<file path="src/pkg/pmc_pkg.sv">
// Purpose: constants and types for the microphone capture block
// Assumes: APB register bus, 12-bit byte address, 32-bit data
// Notes: every offset is a byte address
//
// What this block does
// Drive the modulation clock and take left and right bits from one data pin.
// Default: left sampled on falling clock edge, right on rising edge.
// Edge swap setting exchanges which edge feeds left and right.
// Each channel has its own decimator giving 16-bit PCM.
// Output rate is modulation clock divided by 64 or 80.
// Per-channel volume after filter, -20 dB to +20 dB around default.
// Gain codes step 0.5 dB; software keeps codes within min and max.
// Stereo writes left and right alternately; mono writes left only.
// Little endian: stereo right in upper half; mono later left upper.
// Buffer length counts 16-bit samples in every layout.
// Software sets pointer and sample count before the start task.
// Software keeps the pointer inside data RAM.
// Pointer is double buffered; next address may load after started.
// Full buffer raises end, continues into new buffer, raises started.
// Stop acts after the current frame completes, then raises stopped. Code stops at once, drops a partial frame, drains only the pending word.
// Stopped only after the last DMA write has landed.
// Software waits for stopped before starting again.
// Software discards roughly the first 50 samples after start.
// Clock and data go to selected pins; disconnected flag cuts them.
// Pin selection applies only while enabled; else pins act as GPIO.
// Software preconfigures clock pin output low and data pin input.
// Event flags stay set until written zero; enabled ones request irq.
package pmc_pkg;
  localparam int ADDR_W = 12;
  localparam logic [11:0] OFF_TASK_START = 12'h000;
  localparam logic [11:0] OFF_TASK_STOP = 12'h004;
  localparam logic [11:0] OFF_EV_STARTED = 12'h100;
  localparam logic [11:0] OFF_EV_STOPPED = 12'h104;
  localparam logic [11:0] OFF_EV_END = 12'h108;
  localparam logic [11:0] OFF_INTEN = 12'h300;
  localparam logic [11:0] OFF_INTENSET = 12'h304;
  localparam logic [11:0] OFF_INTENCLR = 12'h308;
  localparam logic [11:0] OFF_ENABLE = 12'h500;
  localparam logic [11:0] OFF_CLKDIV = 12'h504;
  localparam logic [11:0] OFF_MODE = 12'h508;
  localparam logic [11:0] OFF_LEFT_GAIN = 12'h518;
  localparam logic [11:0] OFF_RIGHT_GAIN = 12'h51C;
  localparam logic [11:0] OFF_RATIO = 12'h520;
  localparam logic [11:0] OFF_PSEL_CLK = 12'h540;
  localparam logic [11:0] OFF_PSEL_DIN = 12'h544;
  localparam logic [11:0] OFF_BUF_PTR = 12'h560;
  localparam logic [11:0] OFF_BUF_CNT = 12'h564;
  // Field positions
  localparam int MODE_MONO_BIT = 0;
  localparam int MODE_EDGE_BIT = 1;
  localparam int CONNECT_BIT = 31;
  localparam int PIN_W = 5;
  localparam int CNT_W = 15;
  // Reset values
  localparam logic [31:0] RST_PSEL = 32'hFFFFFFFF;
  localparam logic [6:0] RST_GAIN = 7'h28;
  localparam logic [7:0] RST_HALF = 8'h05;
  localparam logic [7:0] MIN_HALF = 8'h02;
  // Gain code: 0.5 dB steps, 0x28 is unity, 0x00..0x50 spans -20..+20 dB
  localparam logic [6:0] GAIN_MAX = 7'h50;
  localparam logic [6:0] GAIN_BIAS = 7'h08;
  localparam logic [6:0] GAIN_STEPS = 7'h0C;
  localparam int GAIN_SHIFT = 18;
  // Decimation
  localparam logic [6:0] RATIO_LO = 7'h40;
  localparam logic [6:0] RATIO_HI = 7'h50;
  localparam int CIC_SHIFT_LO = 3;
  localparam int CIC_SHIFT_HI = 4;
  typedef enum logic [2:0] {
    RUN_IDLE = 3'b001,
    RUN_ACQ = 3'b010,
    RUN_DRAIN = 3'b100
  } pmc_run_t;
endpackage : pmc_pkg

</file>
<file path="src/pmc_capture.sv">
// Purpose: microphone capture top: APB registers, clock, decimators, gain, DMA
// Assumes: pclk 10 MHz; DMA port acks each word within one sample period
// Notes: a new word arriving while one is unacked replaces it
`timescale 1ns/1ps
module pmc_capture #(
  parameter int NUM_PINS = 32
) (
  // Clock and reset
  input wire logic pclk,
  input wire logic presetn,
  // APB slave
  input wire logic [11:0] paddr,
  input wire logic psel,
  input wire logic penable,
  input wire logic pwrite,
  input wire logic [31:0] pwdata,
  output logic [31:0] prdata,
  output logic pready,
  output logic pslverr,
  // DMA write master
  output logic dma_req,
  output logic [31:0] dma_addr,
  output logic [31:0] dma_wdata,
  input wire logic dma_ack,
  // Pads
  input wire logic [NUM_PINS-1:0] gpio_out,
  input wire logic [NUM_PINS-1:0] gpio_oe,
  input wire logic [NUM_PINS-1:0] pad_in,
  output logic [NUM_PINS-1:0] pad_out,
  output logic [NUM_PINS-1:0] pad_oe,
  // Event request
  output logic irq
);
  typedef struct packed {
    logic pready;
    logic pslverr;
    logic [31:0] prdata;
    logic enable;
    logic [7:0] half;
    logic mono;
    logic edge_swap;
    logic ratio80;
    logic [6:0] left_gain;
    logic [6:0] right_gain;
    logic [31:0] psel_clk;
    logic [31:0] psel_din;
    logic [31:0] buffer_pointer;
    logic [14:0] buffer_sample_count;
    logic ev_started;
    logic ev_stopped;
    logic ev_end;
    logic [2:0] inten;
    logic irq;
    pmc_pkg::pmc_run_t run;
    logic [7:0] div;
    logic modulation_clock;
    logic stb_fall;
    logic stb_rise;
    logic [31:0] act_ptr;
    logic [14:0] wcnt;
    logic [15:0] held;
    logic have_half;
    logic dma_req;
    logic [31:0] dma_addr;
    logic [31:0] dma_wdata;
    logic [NUM_PINS-1:0] pad_out;
    logic [NUM_PINS-1:0] pad_oe;
  } pmc_state_t;
  pmc_state_t st_reg, st_next;

  logic din_raw;
  logic din_sync;
  logic l_vld;
  logic r_vld;
  logic signed [15:0] l_smp;
  logic signed [15:0] r_smp;
  logic acq;

  // Gain in 0.5 dB steps: whole 6 dB steps by shift, remainder by table
  function automatic logic [15:0] pmc_apply_gain(input logic signed [15:0] s,
                                                 input logic [6:0] code);
    logic [6:0] c;
    logic [6:0] c2;
    logic [2:0] q;
    logic [3:0] r;
    logic [14:0] m;
    logic signed [39:0] p;
    c = (code > pmc_pkg::GAIN_MAX) ? pmc_pkg::GAIN_MAX : code;
    c2 = c + pmc_pkg::GAIN_BIAS;
    q = 3'(c2 / pmc_pkg::GAIN_STEPS);
    r = 4'(c2 % pmc_pkg::GAIN_STEPS);
    case (r)
      4'h0: m = 15'h4000;
      4'h1: m = 15'h43CB;
      4'h2: m = 15'h47CF;
      4'h3: m = 15'h4C10;
      4'h4: m = 15'h5092;
      4'h5: m = 15'h5558;
      4'h6: m = 15'h5A67;
      4'h7: m = 15'h5FC2;
      4'h8: m = 15'h656F;
      4'h9: m = 15'h6B72;
      4'hA: m = 15'h71CF;
      default: m = 15'h788E;
    endcase
    p = (40'(s) * $signed({25'h0000000, m})) <<< q;
    p = p >>> pmc_pkg::GAIN_SHIFT;
    // Saturate instead of wrapping on loud input
    if (p > 40'sh0000007FFF)
    begin
      return 16'h7FFF;
    end
    else if (p < -40'sh0000008000)
    begin
      return 16'h8000;
    end
    return p[15:0];
  endfunction : pmc_apply_gain

  // Mapped byte addresses
  function automatic logic pmc_hit(input logic [11:0] a);
    return (a == pmc_pkg::OFF_TASK_START) || (a == pmc_pkg::OFF_TASK_STOP) ||
           (a == pmc_pkg::OFF_EV_STARTED) || (a == pmc_pkg::OFF_EV_STOPPED) ||
           (a == pmc_pkg::OFF_EV_END) || (a == pmc_pkg::OFF_INTEN) ||
           (a == pmc_pkg::OFF_INTENSET) || (a == pmc_pkg::OFF_INTENCLR) ||
           (a == pmc_pkg::OFF_ENABLE) || (a == pmc_pkg::OFF_CLKDIV) ||
           (a == pmc_pkg::OFF_MODE) || (a == pmc_pkg::OFF_LEFT_GAIN) ||
           (a == pmc_pkg::OFF_RIGHT_GAIN) || (a == pmc_pkg::OFF_RATIO) ||
           (a == pmc_pkg::OFF_PSEL_CLK) || (a == pmc_pkg::OFF_PSEL_DIN) ||
           (a == pmc_pkg::OFF_BUF_PTR) || (a == pmc_pkg::OFF_BUF_CNT);
  endfunction : pmc_hit

  // Data pin mux ahead of the synchroniser; disconnected reads zero
  assign din_raw = (st_reg.enable && !st_reg.psel_din[pmc_pkg::CONNECT_BIT]) ?
                   pad_in[st_reg.psel_din[pmc_pkg::PIN_W-1:0]] : 1'b0;
  assign acq = (st_reg.run == pmc_pkg::RUN_ACQ);

  pmc_sync3 u_sync (
    .pclk,
    .presetn,
    .din_async(din_raw),
    .din_sync
  );

  // Left on falling edge unless swapped
  pmc_cic u_cic_left (
    .pclk,
    .presetn,
    .run(acq),
    .ratio80(st_reg.ratio80),
    .in_valid(st_reg.edge_swap ? st_reg.stb_rise : st_reg.stb_fall),
    .in_bit(din_sync),
    .out_valid(l_vld),
    .out_sample(l_smp)
  );

  pmc_cic u_cic_right (
    .pclk,
    .presetn,
    .run(acq),
    .ratio80(st_reg.ratio80),
    .in_valid(st_reg.edge_swap ? st_reg.stb_fall : st_reg.stb_rise),
    .in_bit(din_sync),
    .out_valid(r_vld),
    .out_sample(r_smp)
  );

  // Whole next state
  always_comb
  begin
    logic wr;
    logic start;
    logic stop;
    logic set_started;
    logic set_stopped;
    logic set_end;
    logic [2:0] ev_wr;
    logic [15:0] gl;
    logic [15:0] gr;
    logic word;
    logic [31:0] wdat;
    start = 1'b0;
    stop = 1'b0;
    set_started = 1'b0;
    set_stopped = 1'b0;
    set_end = 1'b0;
    ev_wr = 3'b000;
    word = 1'b0;
    wdat = '0;
    gl = pmc_apply_gain(l_smp, st_reg.left_gain);
    gr = pmc_apply_gain(r_smp, st_reg.right_gain);
    st_next = st_reg;
    wr = psel && penable && st_reg.pready && pwrite;

    // APB: one wait state, write commits on the ready edge
    st_next.pready = 1'b0;
    st_next.pslverr = 1'b0;
    if (psel && penable && !st_reg.pready)
    begin
      st_next.pready = 1'b1;
      st_next.pslverr = !pmc_hit(paddr);
      st_next.prdata = '0;
      if (paddr == pmc_pkg::OFF_EV_STARTED)
        st_next.prdata[0] = st_reg.ev_started;
      else if (paddr == pmc_pkg::OFF_EV_STOPPED)
        st_next.prdata[0] = st_reg.ev_stopped;
      else if (paddr == pmc_pkg::OFF_EV_END)
        st_next.prdata[0] = st_reg.ev_end;
      else if (paddr == pmc_pkg::OFF_INTEN || paddr == pmc_pkg::OFF_INTENSET ||
               paddr == pmc_pkg::OFF_INTENCLR)
        st_next.prdata[2:0] = st_reg.inten;
      else if (paddr == pmc_pkg::OFF_ENABLE)
        st_next.prdata[0] = st_reg.enable;
      else if (paddr == pmc_pkg::OFF_CLKDIV)
        st_next.prdata[7:0] = st_reg.half;
      else if (paddr == pmc_pkg::OFF_MODE)
        st_next.prdata[1:0] = {st_reg.edge_swap, st_reg.mono};
      else if (paddr == pmc_pkg::OFF_LEFT_GAIN)
        st_next.prdata[6:0] = st_reg.left_gain;
      else if (paddr == pmc_pkg::OFF_RIGHT_GAIN)
        st_next.prdata[6:0] = st_reg.right_gain;
      else if (paddr == pmc_pkg::OFF_RATIO)
        st_next.prdata[0] = st_reg.ratio80;
      else if (paddr == pmc_pkg::OFF_PSEL_CLK)
        st_next.prdata = st_reg.psel_clk;
      else if (paddr == pmc_pkg::OFF_PSEL_DIN)
        st_next.prdata = st_reg.psel_din;
      else if (paddr == pmc_pkg::OFF_BUF_PTR)
        st_next.prdata = st_reg.buffer_pointer;
      else if (paddr == pmc_pkg::OFF_BUF_CNT)
        st_next.prdata[14:0] = st_reg.buffer_sample_count;
    end
    if (wr)
    begin
      if (paddr == pmc_pkg::OFF_TASK_START)
        start = pwdata[0];
      else if (paddr == pmc_pkg::OFF_TASK_STOP)
        stop = pwdata[0];
      else if (paddr == pmc_pkg::OFF_EV_STARTED)
        ev_wr[0] = 1'b1;
      else if (paddr == pmc_pkg::OFF_EV_STOPPED)
        ev_wr[1] = 1'b1;
      else if (paddr == pmc_pkg::OFF_EV_END)
        ev_wr[2] = 1'b1;
      else if (paddr == pmc_pkg::OFF_INTEN)
        st_next.inten = pwdata[2:0];
      else if (paddr == pmc_pkg::OFF_INTENSET)
        st_next.inten = st_reg.inten | pwdata[2:0];
      else if (paddr == pmc_pkg::OFF_INTENCLR)
        st_next.inten = st_reg.inten & ~pwdata[2:0];
      else if (paddr == pmc_pkg::OFF_ENABLE)
        st_next.enable = pwdata[0];
      else if (paddr == pmc_pkg::OFF_CLKDIV)
        st_next.half = (pwdata[7:0] < pmc_pkg::MIN_HALF) ? pmc_pkg::MIN_HALF : pwdata[7:0];
      else if (paddr == pmc_pkg::OFF_MODE)
      begin
        st_next.mono = pwdata[pmc_pkg::MODE_MONO_BIT];
        st_next.edge_swap = pwdata[pmc_pkg::MODE_EDGE_BIT];
      end
      else if (paddr == pmc_pkg::OFF_LEFT_GAIN)
        st_next.left_gain = pwdata[6:0];
      else if (paddr == pmc_pkg::OFF_RIGHT_GAIN)
        st_next.right_gain = pwdata[6:0];
      else if (paddr == pmc_pkg::OFF_RATIO)
        st_next.ratio80 = pwdata[0];
      else if (paddr == pmc_pkg::OFF_PSEL_CLK)
        st_next.psel_clk = pwdata;
      else if (paddr == pmc_pkg::OFF_PSEL_DIN)
        st_next.psel_din = pwdata;
      else if (paddr == pmc_pkg::OFF_BUF_PTR)
        st_next.buffer_pointer = pwdata;
      else if (paddr == pmc_pkg::OFF_BUF_CNT)
        st_next.buffer_sample_count = pwdata[14:0];
    end

    // Modulation clock: runs only while acquiring, idles low
    st_next.stb_fall = 1'b0;
    st_next.stb_rise = 1'b0;
    if (!acq)
    begin
      st_next.div = '0;
      st_next.modulation_clock = 1'b0;
    end
    else if (st_reg.div >= st_reg.half - 8'h01)
    begin
      st_next.div = '0;
      st_next.modulation_clock = !st_reg.modulation_clock;
      st_next.stb_fall = st_reg.modulation_clock;
      st_next.stb_rise = !st_reg.modulation_clock;
    end
    else
    begin
      st_next.div = st_reg.div + 8'h01;
    end

    // Pack samples into words
    if (acq)
    begin
      if (!st_reg.mono)
      begin
        if (l_vld)
          st_next.held = gl;
        if (r_vld)
        begin
          word = 1'b1;
          wdat = {gr, st_reg.held};
        end
      end
      else if (l_vld)
      begin
        st_next.have_half = !st_reg.have_half;
        st_next.held = gl;
        if (st_reg.have_half)
        begin
          word = 1'b1;
          wdat = {gl, st_reg.held};
        end
      end
    end

    // DMA word handshake and buffer turnover
    if (dma_ack && st_reg.dma_req)
    begin
      st_next.dma_req = 1'b0;
      if (acq && st_reg.wcnt >= st_reg.buffer_sample_count)
      begin
        set_end = 1'b1;
        set_started = 1'b1;
        st_next.act_ptr = st_reg.buffer_pointer;
        st_next.wcnt = '0;
      end
    end
    if (word)
    begin
      st_next.dma_req = 1'b1;
      st_next.dma_addr = st_reg.act_ptr + {16'h0000, st_reg.wcnt, 1'b0};
      st_next.dma_wdata = wdat;
      st_next.wcnt = st_reg.wcnt + 15'h0002;
    end

    // Run control
    case (st_reg.run)
      pmc_pkg::RUN_IDLE:
      begin
        if (start && st_reg.enable)
        begin
          st_next.run = pmc_pkg::RUN_ACQ;
          st_next.act_ptr = st_reg.buffer_pointer;
          st_next.wcnt = '0;
          st_next.have_half = 1'b0;
          set_started = 1'b1;
        end
        else if (stop)
        begin
          set_stopped = 1'b1;
        end
      end
      pmc_pkg::RUN_ACQ:
      begin
        if (stop || !st_reg.enable)
        begin
          st_next.run = pmc_pkg::RUN_DRAIN;
        end
      end
      pmc_pkg::RUN_DRAIN:
      begin
        if (!st_reg.dma_req)
        begin
          st_next.run = pmc_pkg::RUN_IDLE;
          set_end = 1'b1;
          set_stopped = 1'b1;
        end
      end
      default:
      begin
        st_next.run = pmc_pkg::RUN_IDLE;
      end
    endcase

    // Sticky events: a hardware set beats a same-cycle clear
    st_next.ev_started = set_started | (ev_wr[0] ? (pwdata[0] & st_reg.ev_started)
                                                 : st_reg.ev_started);
    st_next.ev_stopped = set_stopped | (ev_wr[1] ? (pwdata[0] & st_reg.ev_stopped)
                                                 : st_reg.ev_stopped);
    st_next.ev_end = set_end | (ev_wr[2] ? (pwdata[0] & st_reg.ev_end)
                                         : st_reg.ev_end);
    st_next.irq = |({st_reg.ev_end, st_reg.ev_stopped, st_reg.ev_started} &
                    st_reg.inten);

    // Pins follow GPIO unless enabled and connected
    st_next.pad_out = gpio_out;
    st_next.pad_oe = gpio_oe;
    if (st_reg.enable)
    begin
      if (!st_reg.psel_clk[pmc_pkg::CONNECT_BIT])
      begin
        st_next.pad_out[st_reg.psel_clk[pmc_pkg::PIN_W-1:0]] = st_reg.modulation_clock;
        st_next.pad_oe[st_reg.psel_clk[pmc_pkg::PIN_W-1:0]] = 1'b1;
      end
      if (!st_reg.psel_din[pmc_pkg::CONNECT_BIT])
      begin
        st_next.pad_oe[st_reg.psel_din[pmc_pkg::PIN_W-1:0]] = 1'b0;
      end
    end
  end

  // State register
  always_ff @(posedge pclk or negedge presetn)
  begin
    if (!presetn)
    begin
      st_reg <= '0;
      st_reg.half <= pmc_pkg::RST_HALF;
      st_reg.left_gain <= pmc_pkg::RST_GAIN;
      st_reg.right_gain <= pmc_pkg::RST_GAIN;
      st_reg.psel_clk <= pmc_pkg::RST_PSEL;
      st_reg.psel_din <= pmc_pkg::RST_PSEL;
      st_reg.run <= pmc_pkg::RUN_IDLE;
    end
    else
    begin
      st_reg <= st_next;
    end
  end

  assign prdata = st_reg.prdata;
  assign pready = st_reg.pready;
  assign pslverr = st_reg.pslverr;
  assign dma_req = st_reg.dma_req;
  assign dma_addr = st_reg.dma_addr;
  assign dma_wdata = st_reg.dma_wdata;
  assign pad_out = st_reg.pad_out;
  assign pad_oe = st_reg.pad_oe;
  assign irq = st_reg.irq;
endmodule : pmc_capture

</file>
<file path="src/pmc_sync3.sv">
// Purpose: three-stage synchroniser for the data pin
// Assumes: input is asynchronous to pclk
// Notes: output moves only when stages two and three agree
`timescale 1ns/1ps
module pmc_sync3 (
  // Clock and reset
  input wire logic pclk,
  input wire logic presetn,
  // Data
  input wire logic din_async,
  output logic din_sync
);
  typedef struct packed {
    logic s1;
    logic s2;
    logic s3;
    logic q;
  } pmc_sync_t;
  pmc_sync_t st_reg, st_next;

  // Stage one feeds only stage two
  always_comb
  begin
    st_next = st_reg;
    st_next.s1 = din_async;
    st_next.s2 = st_reg.s1;
    st_next.s3 = st_reg.s2;
    if (st_reg.s2 == st_reg.s3)
    begin
      st_next.q = st_reg.s3;
    end
  end

  always_ff @(posedge pclk or negedge presetn)
  begin
    if (!presetn)
    begin
      st_reg <= '0;
    end
    else
    begin
      st_reg <= st_next;
    end
  end

  assign din_sync = st_reg.q;
endmodule : pmc_sync3

</file>
<file path="src/pmc_cic.sv">
// Purpose: third-order CIC decimator, one bit in, 16-bit PCM out
// Assumes: in_valid pulses once per modulation clock period
// Notes: all state cleared while run is low so each start begins clean
`timescale 1ns/1ps
module pmc_cic #(
  parameter int ACC_W = 22
) (
  // Clock and reset
  input wire logic pclk,
  input wire logic presetn,
  // Control
  input wire logic run,
  input wire logic ratio80,
  // Bit input
  input wire logic in_valid,
  input wire logic in_bit,
  // Sample output
  output logic out_valid,
  output logic signed [15:0] out_sample
);
  typedef struct packed {
    logic signed [ACC_W-1:0] i1;
    logic signed [ACC_W-1:0] i2;
    logic signed [ACC_W-1:0] i3;
    logic signed [ACC_W-1:0] z1;
    logic signed [ACC_W-1:0] z2;
    logic signed [ACC_W-1:0] z3;
    logic [6:0] cnt;
    logic vld;
    logic signed [15:0] smp;
  } pmc_cic_t;
  pmc_cic_t st_reg, st_next;

  // Integrate every bit, comb once per decimation period
  always_comb
  begin
    logic signed [ACC_W-1:0] x;
    logic signed [ACC_W-1:0] d1;
    logic signed [ACC_W-1:0] d2;
    logic signed [ACC_W-1:0] d3;
    logic signed [ACC_W-1:0] sc;
    logic [6:0] last;
    x = in_bit ? ACC_W'(1) : -ACC_W'(1);
    d1 = st_reg.i3 - st_reg.z1;
    d2 = d1 - st_reg.z2;
    d3 = d2 - st_reg.z3;
    sc = ratio80 ? (d3 >>> pmc_pkg::CIC_SHIFT_HI) : (d3 >>> pmc_pkg::CIC_SHIFT_LO);
    last = (ratio80 ? pmc_pkg::RATIO_HI : pmc_pkg::RATIO_LO) - 7'h01;
    st_next = st_reg;
    st_next.vld = 1'b0;
    if (!run)
    begin
      st_next = '0;
    end
    else if (in_valid)
    begin
      st_next.i1 = st_reg.i1 + x;
      st_next.i2 = st_reg.i2 + st_reg.i1;
      st_next.i3 = st_reg.i3 + st_reg.i2;
      st_next.cnt = st_reg.cnt + 7'h01;
      if (st_reg.cnt >= last)
      begin
        st_next.cnt = '0;
        st_next.z1 = st_reg.i3;
        st_next.z2 = d1;
        st_next.z3 = d2;
        st_next.vld = 1'b1;
        // At ratio 64 full-scale input would wrap by one code, so clamp
        if (sc > ACC_W'(32767))
        begin
          st_next.smp = 16'sh7FFF;
        end
        else if (sc < -ACC_W'(32768))
        begin
          st_next.smp = -16'sh8000;
        end
        else
        begin
          st_next.smp = sc[15:0];
        end
      end
    end
  end

  always_ff @(posedge pclk or negedge presetn)
  begin
    if (!presetn)
    begin
      st_reg <= '0;
    end
    else
    begin
      st_reg <= st_next;
    end
  end

  assign out_valid = st_reg.vld;
  assign out_sample = st_reg.smp;
endmodule : pmc_cic

</file>
<file path="config.mk">
export PLATFORM = sky130hd
export DESIGN_NAME = pmc_capture
export DESIGN_NICKNAME = d
export VERILOG_FILES = /design/src/pkg/pmc_pkg.sv /design/src/pmc_capture.sv /design/src/pmc_sync3.sv /design/src/pmc_cic.sv
export SDC_FILE = /design/constraint.sdc
export NUM_CORES = 2
export LEC_CHECK = 0
export BUFFER_PORTS_ARGS = -buffer_cell sky130_fd_sc_hd__clkbuf_2
export CAP_MARGIN = 10
export CORE_MARGIN = 3
export CORE_UTILIZATION = 55
export DETAILED_ROUTE_END_ITERATION = 6
export PLACE_DENSITY = 0.77
export SYNTH_ARGS = -nofsm -noshare
export SYNTH_HDL_FRONTEND = slang
export SYNTH_SLANG_ARGS = --single-unit
</file>
<file path="constraint.sdc">
create_clock -name pclk -period 27.3 [get_ports pclk]
set_input_delay 4.095 -clock pclk [delete_from_list [all_inputs] [get_ports pclk]]
set_output_delay 4.095 -clock pclk [all_outputs]
set_load 0.05 [all_outputs]
</file>
# After elaboration in Yosys (flattened, before gate mapping)
# Memory sizes are Yosys's and may differ from the RTL's.
# Index checks and enable logic that the tools add are counted.
[totals]
n_memories = 2
input_bits = 146
romBits = 448
reg_bits = 701
output_inout_bits = 164
word_cells = 372
[memory_table]
columns = ["memory", "words", "width", "rd", "rd_clocked_by_memory_dff", "wr", "line_no", "rtl"]
rows = [
  ["(name not given)", 16, 14, 1, 0, 0, "pmc_capture.sv:92", "case (r)"],
  ["(name not given)", 16, 14, 1, 0, 0, "pmc_capture.sv:92", ""],
]
[classes]
magnitude_cmp = 19
shifts = 2
mul = 2
div = 4
n_mux = 153
n_addsub = 21
n_reduce_logical = 55
eq_ne = 29
bitwise = 30
[ops]
columns = ["operator", "count"]
rows = [
  ["$mux W156", 4],
  ["$mux W31", 15],
  ["$mux W32", 8],
  ["$mux W30", 8],
  ["$mux W16", 12],
  ["$mux W64", 3],
  ["$mux W47", 4],
  ["$mux W90", 2],
  ["$add A22 B22 Y22", 6],
  ["$sub A22 B22 Y22", 6],
  ["$eq A12 B11 Y1 const B", 10],
  ["$mux W7", 12],
  ["$sshl A32 B3 Y40", 2],
  ["$mux W65", 1],
  ["$mul A16 B16 Y32", 2],
  ["$mux W25", 2],
  ["$mux W1", 46],
  ["$mux W15", 3],
  ["$gt A22 B16 Y1 const B", 2],
  ["$lt A22 B16 Y1 const B", 2],
  ["$gt A19 B16 Y1 const B", 2],
  ["$lt A19 B16 Y1 const B", 2],
  ["$eq A12 B10 Y1 const B", 3],
  ["$eq A12 B9 Y1 const B", 3],
  ["other kinds (68)", 155],
]

# Logic depth before layout (Yosys ltp)
[logic_depth]
word_depth = 41
depth_mapped = 50
mapped_depth_nobuf = 41

# Modules after synthesis
# Synthesis repeated with hierarchy kept, for this count alone.
[unflattened]
cells_unflattened = 7295
area_unflattened_um2 = 66920.4
[by_module_without_submodules]
columns = ["mod", "instances", "cells_each", "area_per_inst_um2", "seq_area_each_um2"]
rows = [
  ["pmc_capture", 1, 4588, 42266.8, 9723.1],
  ["pmc_cic at u_cic_left", 1, 1366, 12472.0, 3903.7],
  ["pmc_cic at u_cic_right", 1, 1336, 12070.3, 3903.7],
  ["pmc_sync3", 1, 5, 111.4, 100.1],
]

# Least setup slack after synthesis
# No wires, ideal clock.
[synth_path]
path_type = "flip-flop to flip-flop"
from = "reg st_reg[335] in the netlist's numbering"
to = "reg st_reg, in the netlist dma_wdata[20]"
stages_incl_launch_ff = 42
slack_ps = 16720
required_ps = 27174
setup_ps = 126
n_path_buf = 10
synth_period_minus_slack_ps = 10580
arrival_time_ps = 10454
cell_sequence = "dfstp_2 -> buf_2 -> buf_2 -> clkbuf_1 -> and2_1 -> ha_1 -> buf_4 -> buf_4 -> nand2_1 -> o21ba_2 -> a2111oi_0 -> o22a_1 -> buf_2 -> buf_1 -> a21oi_1 -> nand2_1 -> o21ai_0 -> clkbuf_1 -> [... 6 more ...] -> fa_1 -> fa_1 -> inv_1 -> fa_1 -> inv_1 -> ha_1 -> clkbuf_1 -> nand3_1 -> or3_1 -> o21ai_1 -> a31o_2 -> nor2_2 -> xor2_2 -> a211o_1 -> a31o_2 -> and2_1 -> clkbuf_1 -> a221o_1"
[synth_between]
elab_chain_cells = 15
word_cells_on_any_way = 18
cone_classes = "add/sub: 1; mul: 1; div: 2; order compare: 3; shift: 1; mux: 9; memory: 1"
[synth_rtl]
columns = ["item", "line_no", "rtl"]
rows = [
  ["start: declaration", "pmc_capture.sv:69", "pmc_state_t st_reg, st_next;"],
  ["start signal: assignment", "pmc_capture.sv:422", "st_reg <= st_next;"],
  ["$gt A7 B7 Y1", "pmc_capture.sv:88", "c = (code > pmc_pkg::GAIN_MAX) ? pmc_pkg::GAIN_MAX : code;"],
  ["$mux W7 *", "pmc_capture.sv:88", ""],
  ["$add A7 B4 Y7 *", "pmc_capture.sv:89", "c2 = c + pmc_pkg::GAIN_BIAS;"],
  ["$mod A7 B4 Y7", "pmc_capture.sv:91", "r = 4'(c2 % pmc_pkg::GAIN_STEPS);"],
  ["$mem_v2 Z16 W14", "-", ""],
  ["$mul A16 B16 Y32", "pmc_capture.sv:106", "p = (40'(s) * $signed({25'h0000000, m})) <<< q;"],
  ["$sshl A32 B3 Y40 *", "pmc_capture.sv:106", ""],
  ["$lt A22 B16 Y1", "pmc_capture.sv:113", "else if (p < -40'sh0000008000)"],
  ["$mux W1", "pmc_capture.sv:113", ""],
  ["$mux W1", "pmc_capture.sv:109", "if (p > 40'sh0000007FFF)"],
  ["$mux W16 *", "pmc_capture.sv:117", "return p[15:0];"],
  ["$mux W32 *", "pmc_capture.sv:313", "if (st_reg.have_half)"],
  ["$mux W32 *", "pmc_capture.sv:309", "else if (l_vld)"],
  ["$mux W32 *", "pmc_capture.sv:299", "if (!st_reg.mono)"],
  ["$mux W32 *", "pmc_capture.sv:297", "if (acq)"],
]
# Every way passes the cells marked *; elsewhere a longest branch is shown, timed or not.
# A chain may end at the register's enable or synchronous reset.

# Worst setup path in the final report
[layout_path]
from = "reg st_reg[337] in the netlist's numbering"
to = "reg st_reg, in the netlist dma_wdata[26]"
# The elaborated chain is that of the path after synthesis.

==> flow_summary.toml <==
[cts]
clock_path_buffers = 3
clk_pin_slew_ps = 60
cts_tree = "yes"
cts_buffers = 79
cts_setup_buffers = 0
cts_root_buf = "clkbuf_16"
cts.sinks = 701
cts_hold_buffers = 0
h-tree-depth = 3
post_cts_resized = 0
insertion_delay_ps = 670

[critical_path]
start_kind = "flip-flop"
cp_max_fo = 33
r2r_start = "st_reg[337]"
r2r_cells = 36
r2r-end = "dma_wdata[26]"
critical_path.max_stage_delay_ps = 860
rrSetupSlack_ps = 14840
criticalPathCategory = "reg -> reg"
end_kind = "flip-flop"
crit_top_cell = "fa_1"
cp.arrival_ps = 12980
worst_path_max_delay_cell = "dfstp_2"
required_ps = 27820

[route]
post_drt_wl_per_cell_um = 18.8
wl_met1_um = 71400
drt_iter0_drc = 4234
antenna_left = 0
routed_wl_um = 164000
vias = 50840
met2_length_um = 74300
wl_met3_um = 13400
highest_layer = "met5"
first_pass_iters = 7
drcViolationCount = 2
viasPerCell = 5.84

[placement]
io_buffers = 309
place.gp.congestion = 0.911
dpl.hpwl_um = 122000
place_inst = 8566

[synthesis]
avgSynthCellArea_um2 = 9.09
synth_cell_types = 114
async_reset_ff_share_pct = 100
synth_seq_area_share_pct = 27.2
ys_ff_latch = 701
synthFlopType = "dfrtp_1"
syn-num-nets = 8237
yosysWarnings = 0
syn-cell-area_um2 = 64700
synth-edff-count = 0
synth_cells = 7124

[power_and_ir_drop]
max-vdd-ir-drop_mv = 0.0436
power_density_nw_per_um2 = 31.4
p_leak_nw = 33.2

[global_route]
track_usage_pct = 27.0
overflow = 0
antenna_found_initial = 6
grt_max_degree = 178
grt_pass1_wl_um = 271000
grt_pass1_vias = 51917

[floorplan]
rows = 125
die_y_um = 349
core_um2 = 117000
pin_count = 310
dieArea_um2 = 122000
start_util_pct = 55.6
die_x_um = 349

[run_status]
status = "finished with violations"
violations = "design-rule violations"

[worst_hold_path]
holdCritPathClass = "reg -> reg"
min-delay-start = "u_sync.st_next[1]"
min_to = "u_sync.st_reg[1]"
min_path_cells = 0

[timing]
slew_violations = 0
timing.fmax_ghz = 0.0803
finalHoldViolations = 0
finClkSkew_ps = 43.2
tns_ps = 0
relSlewSlack_pct = 19.5
finalCriticalPeriod_ps = 12460
rsz0062_at_grt = "false"
worst_slew_pin_slew_ps = 1210
finalSetupViolCount = 0
finalCritPeriodShare_pct = 45.6

[cells_and_area]
fillers = 9739
layout_commonest_cell = "inv_1"
finalNonFillerCells = 8712
final_cell_mix = "inv_1, nand2_1, dfrtp_1"
syn_to_final_growth_pct = 6.51
largest_reg_flops = 218
nNetsFinal = 8236
drive_gt1_share_pct = 12.1
finalCoreUtilization_pct = 59.2

[run]
max_cap_viol_count = 0
-- stage by stage --
step           power, W  area, um^2  hold slack (ps)  setup WS (ps)
2_1_floorplan   0.00110       64700              331          16720
3_3_place_gp    0.00114       66400              380          15270
3_5_place_dp    0.00115       66400              383          15100
4_1_cts         0.00218       68900              410          15020
5_1_grt         0.00223       68900              416          13990
6_report        0.00216       69000              404          14840
-- worst max-delay path by stage --
| stage | startpoint | end | slack, ps |
|---|---|---|---|
| 2_1_floorplan | st_reg[335] | dma_wdata[20] | 16720 |
| 3_3_place_gp | st_reg[337] | dma_wdata[28] | 15270 |
| 3_5_place_dp | st_reg[337] | dma_wdata[26] | 15100 |
| 4_1_cts | st_reg[337] | dma_wdata[26] | 15020 |
| 5_1_grt | st_reg[337] | dma_wdata[26] | 13990 |
| 6_report | st_reg[337] | dma_wdata[26] | 14840 |
-- critical path, delay by kind of cell, from the launching register on --
kind / cells / cell delay [ps]
flip-flops: 1 / 860
AND/OR/NAND/NOR: 5 / 900
adder cells (fa/ha/maj): 8 / 4400
buffers and inverters: 5 / 910
AO/OA/AOI/OAI: 18 / 5170
-- final cells by class --
class                   count  area, um^2  share of cell area (%)
clock buffers             116        2260                    3.27
inverters                 889        3340                    4.84
diodes                      4        10.0                  0.0145
multi-input cells        5081       41500                    60.2
flip-flops and latches    701       17600                    25.6
well taps                1524        1910                    2.77
repair buffers            371        2030                    2.95
clock inverters            26         274                   0.397
-- power by group --
group          internal, W  switching, W
clock             0.000596      0.000440
sequential         0.00104    0.00000165
combinational    0.0000194     0.0000609
total              0.00166      0.000502
-- logic make-up (layout without fill, tap and decap cells) --
kind of cell | after synthesis | count (layout) | share of synthesized area [%]
adders and majority gates | 969 | 969 | 24.5
AOI/OAI and AO/OA | 1558 | 1558 | 16.2
muxes | 264 | 264 | 4.80
other | 0 | 4 | 0
xor gates and xnor gates | 284 | 284 | 3.88
DFF | 701 | 701 | 27.2
buffers and inverters | 1342 | 1402 | 8.83
and+or+nand+nor | 2006 | 2006 | 14.6
-- metal layers --
layer | GRT usage (%) | up-vias
li1 | - | 23906
met1 | 37.8 | 24831
met2 | 42.8 | 1782
met3 | 5.22 | 319
met4 | 7.96 | 2
met5 | 0 | -
-- cells in the mapped netlist, drive strengths merged (41+ instances only) --
cell,count,area [um^2]
dfstp,71,1870
clkbuf,237,890
o21a,50,375
o31ai,41,340
ha,466,5830
nand2b,51,319
mux2i,54,553
xnor2,217,1920
xor2,67,594
a21oi,429,2180
fa,501,10000
nor2,341,1280
dfrtp,630,15800
buf,216,1490
mux2,193,2170
a31oi,59,375
nand2,835,3130
a21o,69,518
nor3,129,651
inv,887,3330
a211oi,54,423
o21bai,47,353
nand3,107,536
a22o,196,1720
and2,202,1260
o21ai,339,1720
nor2b,121,767
and3,56,350
No activity file was read; power rests on OpenSTA's default activity.
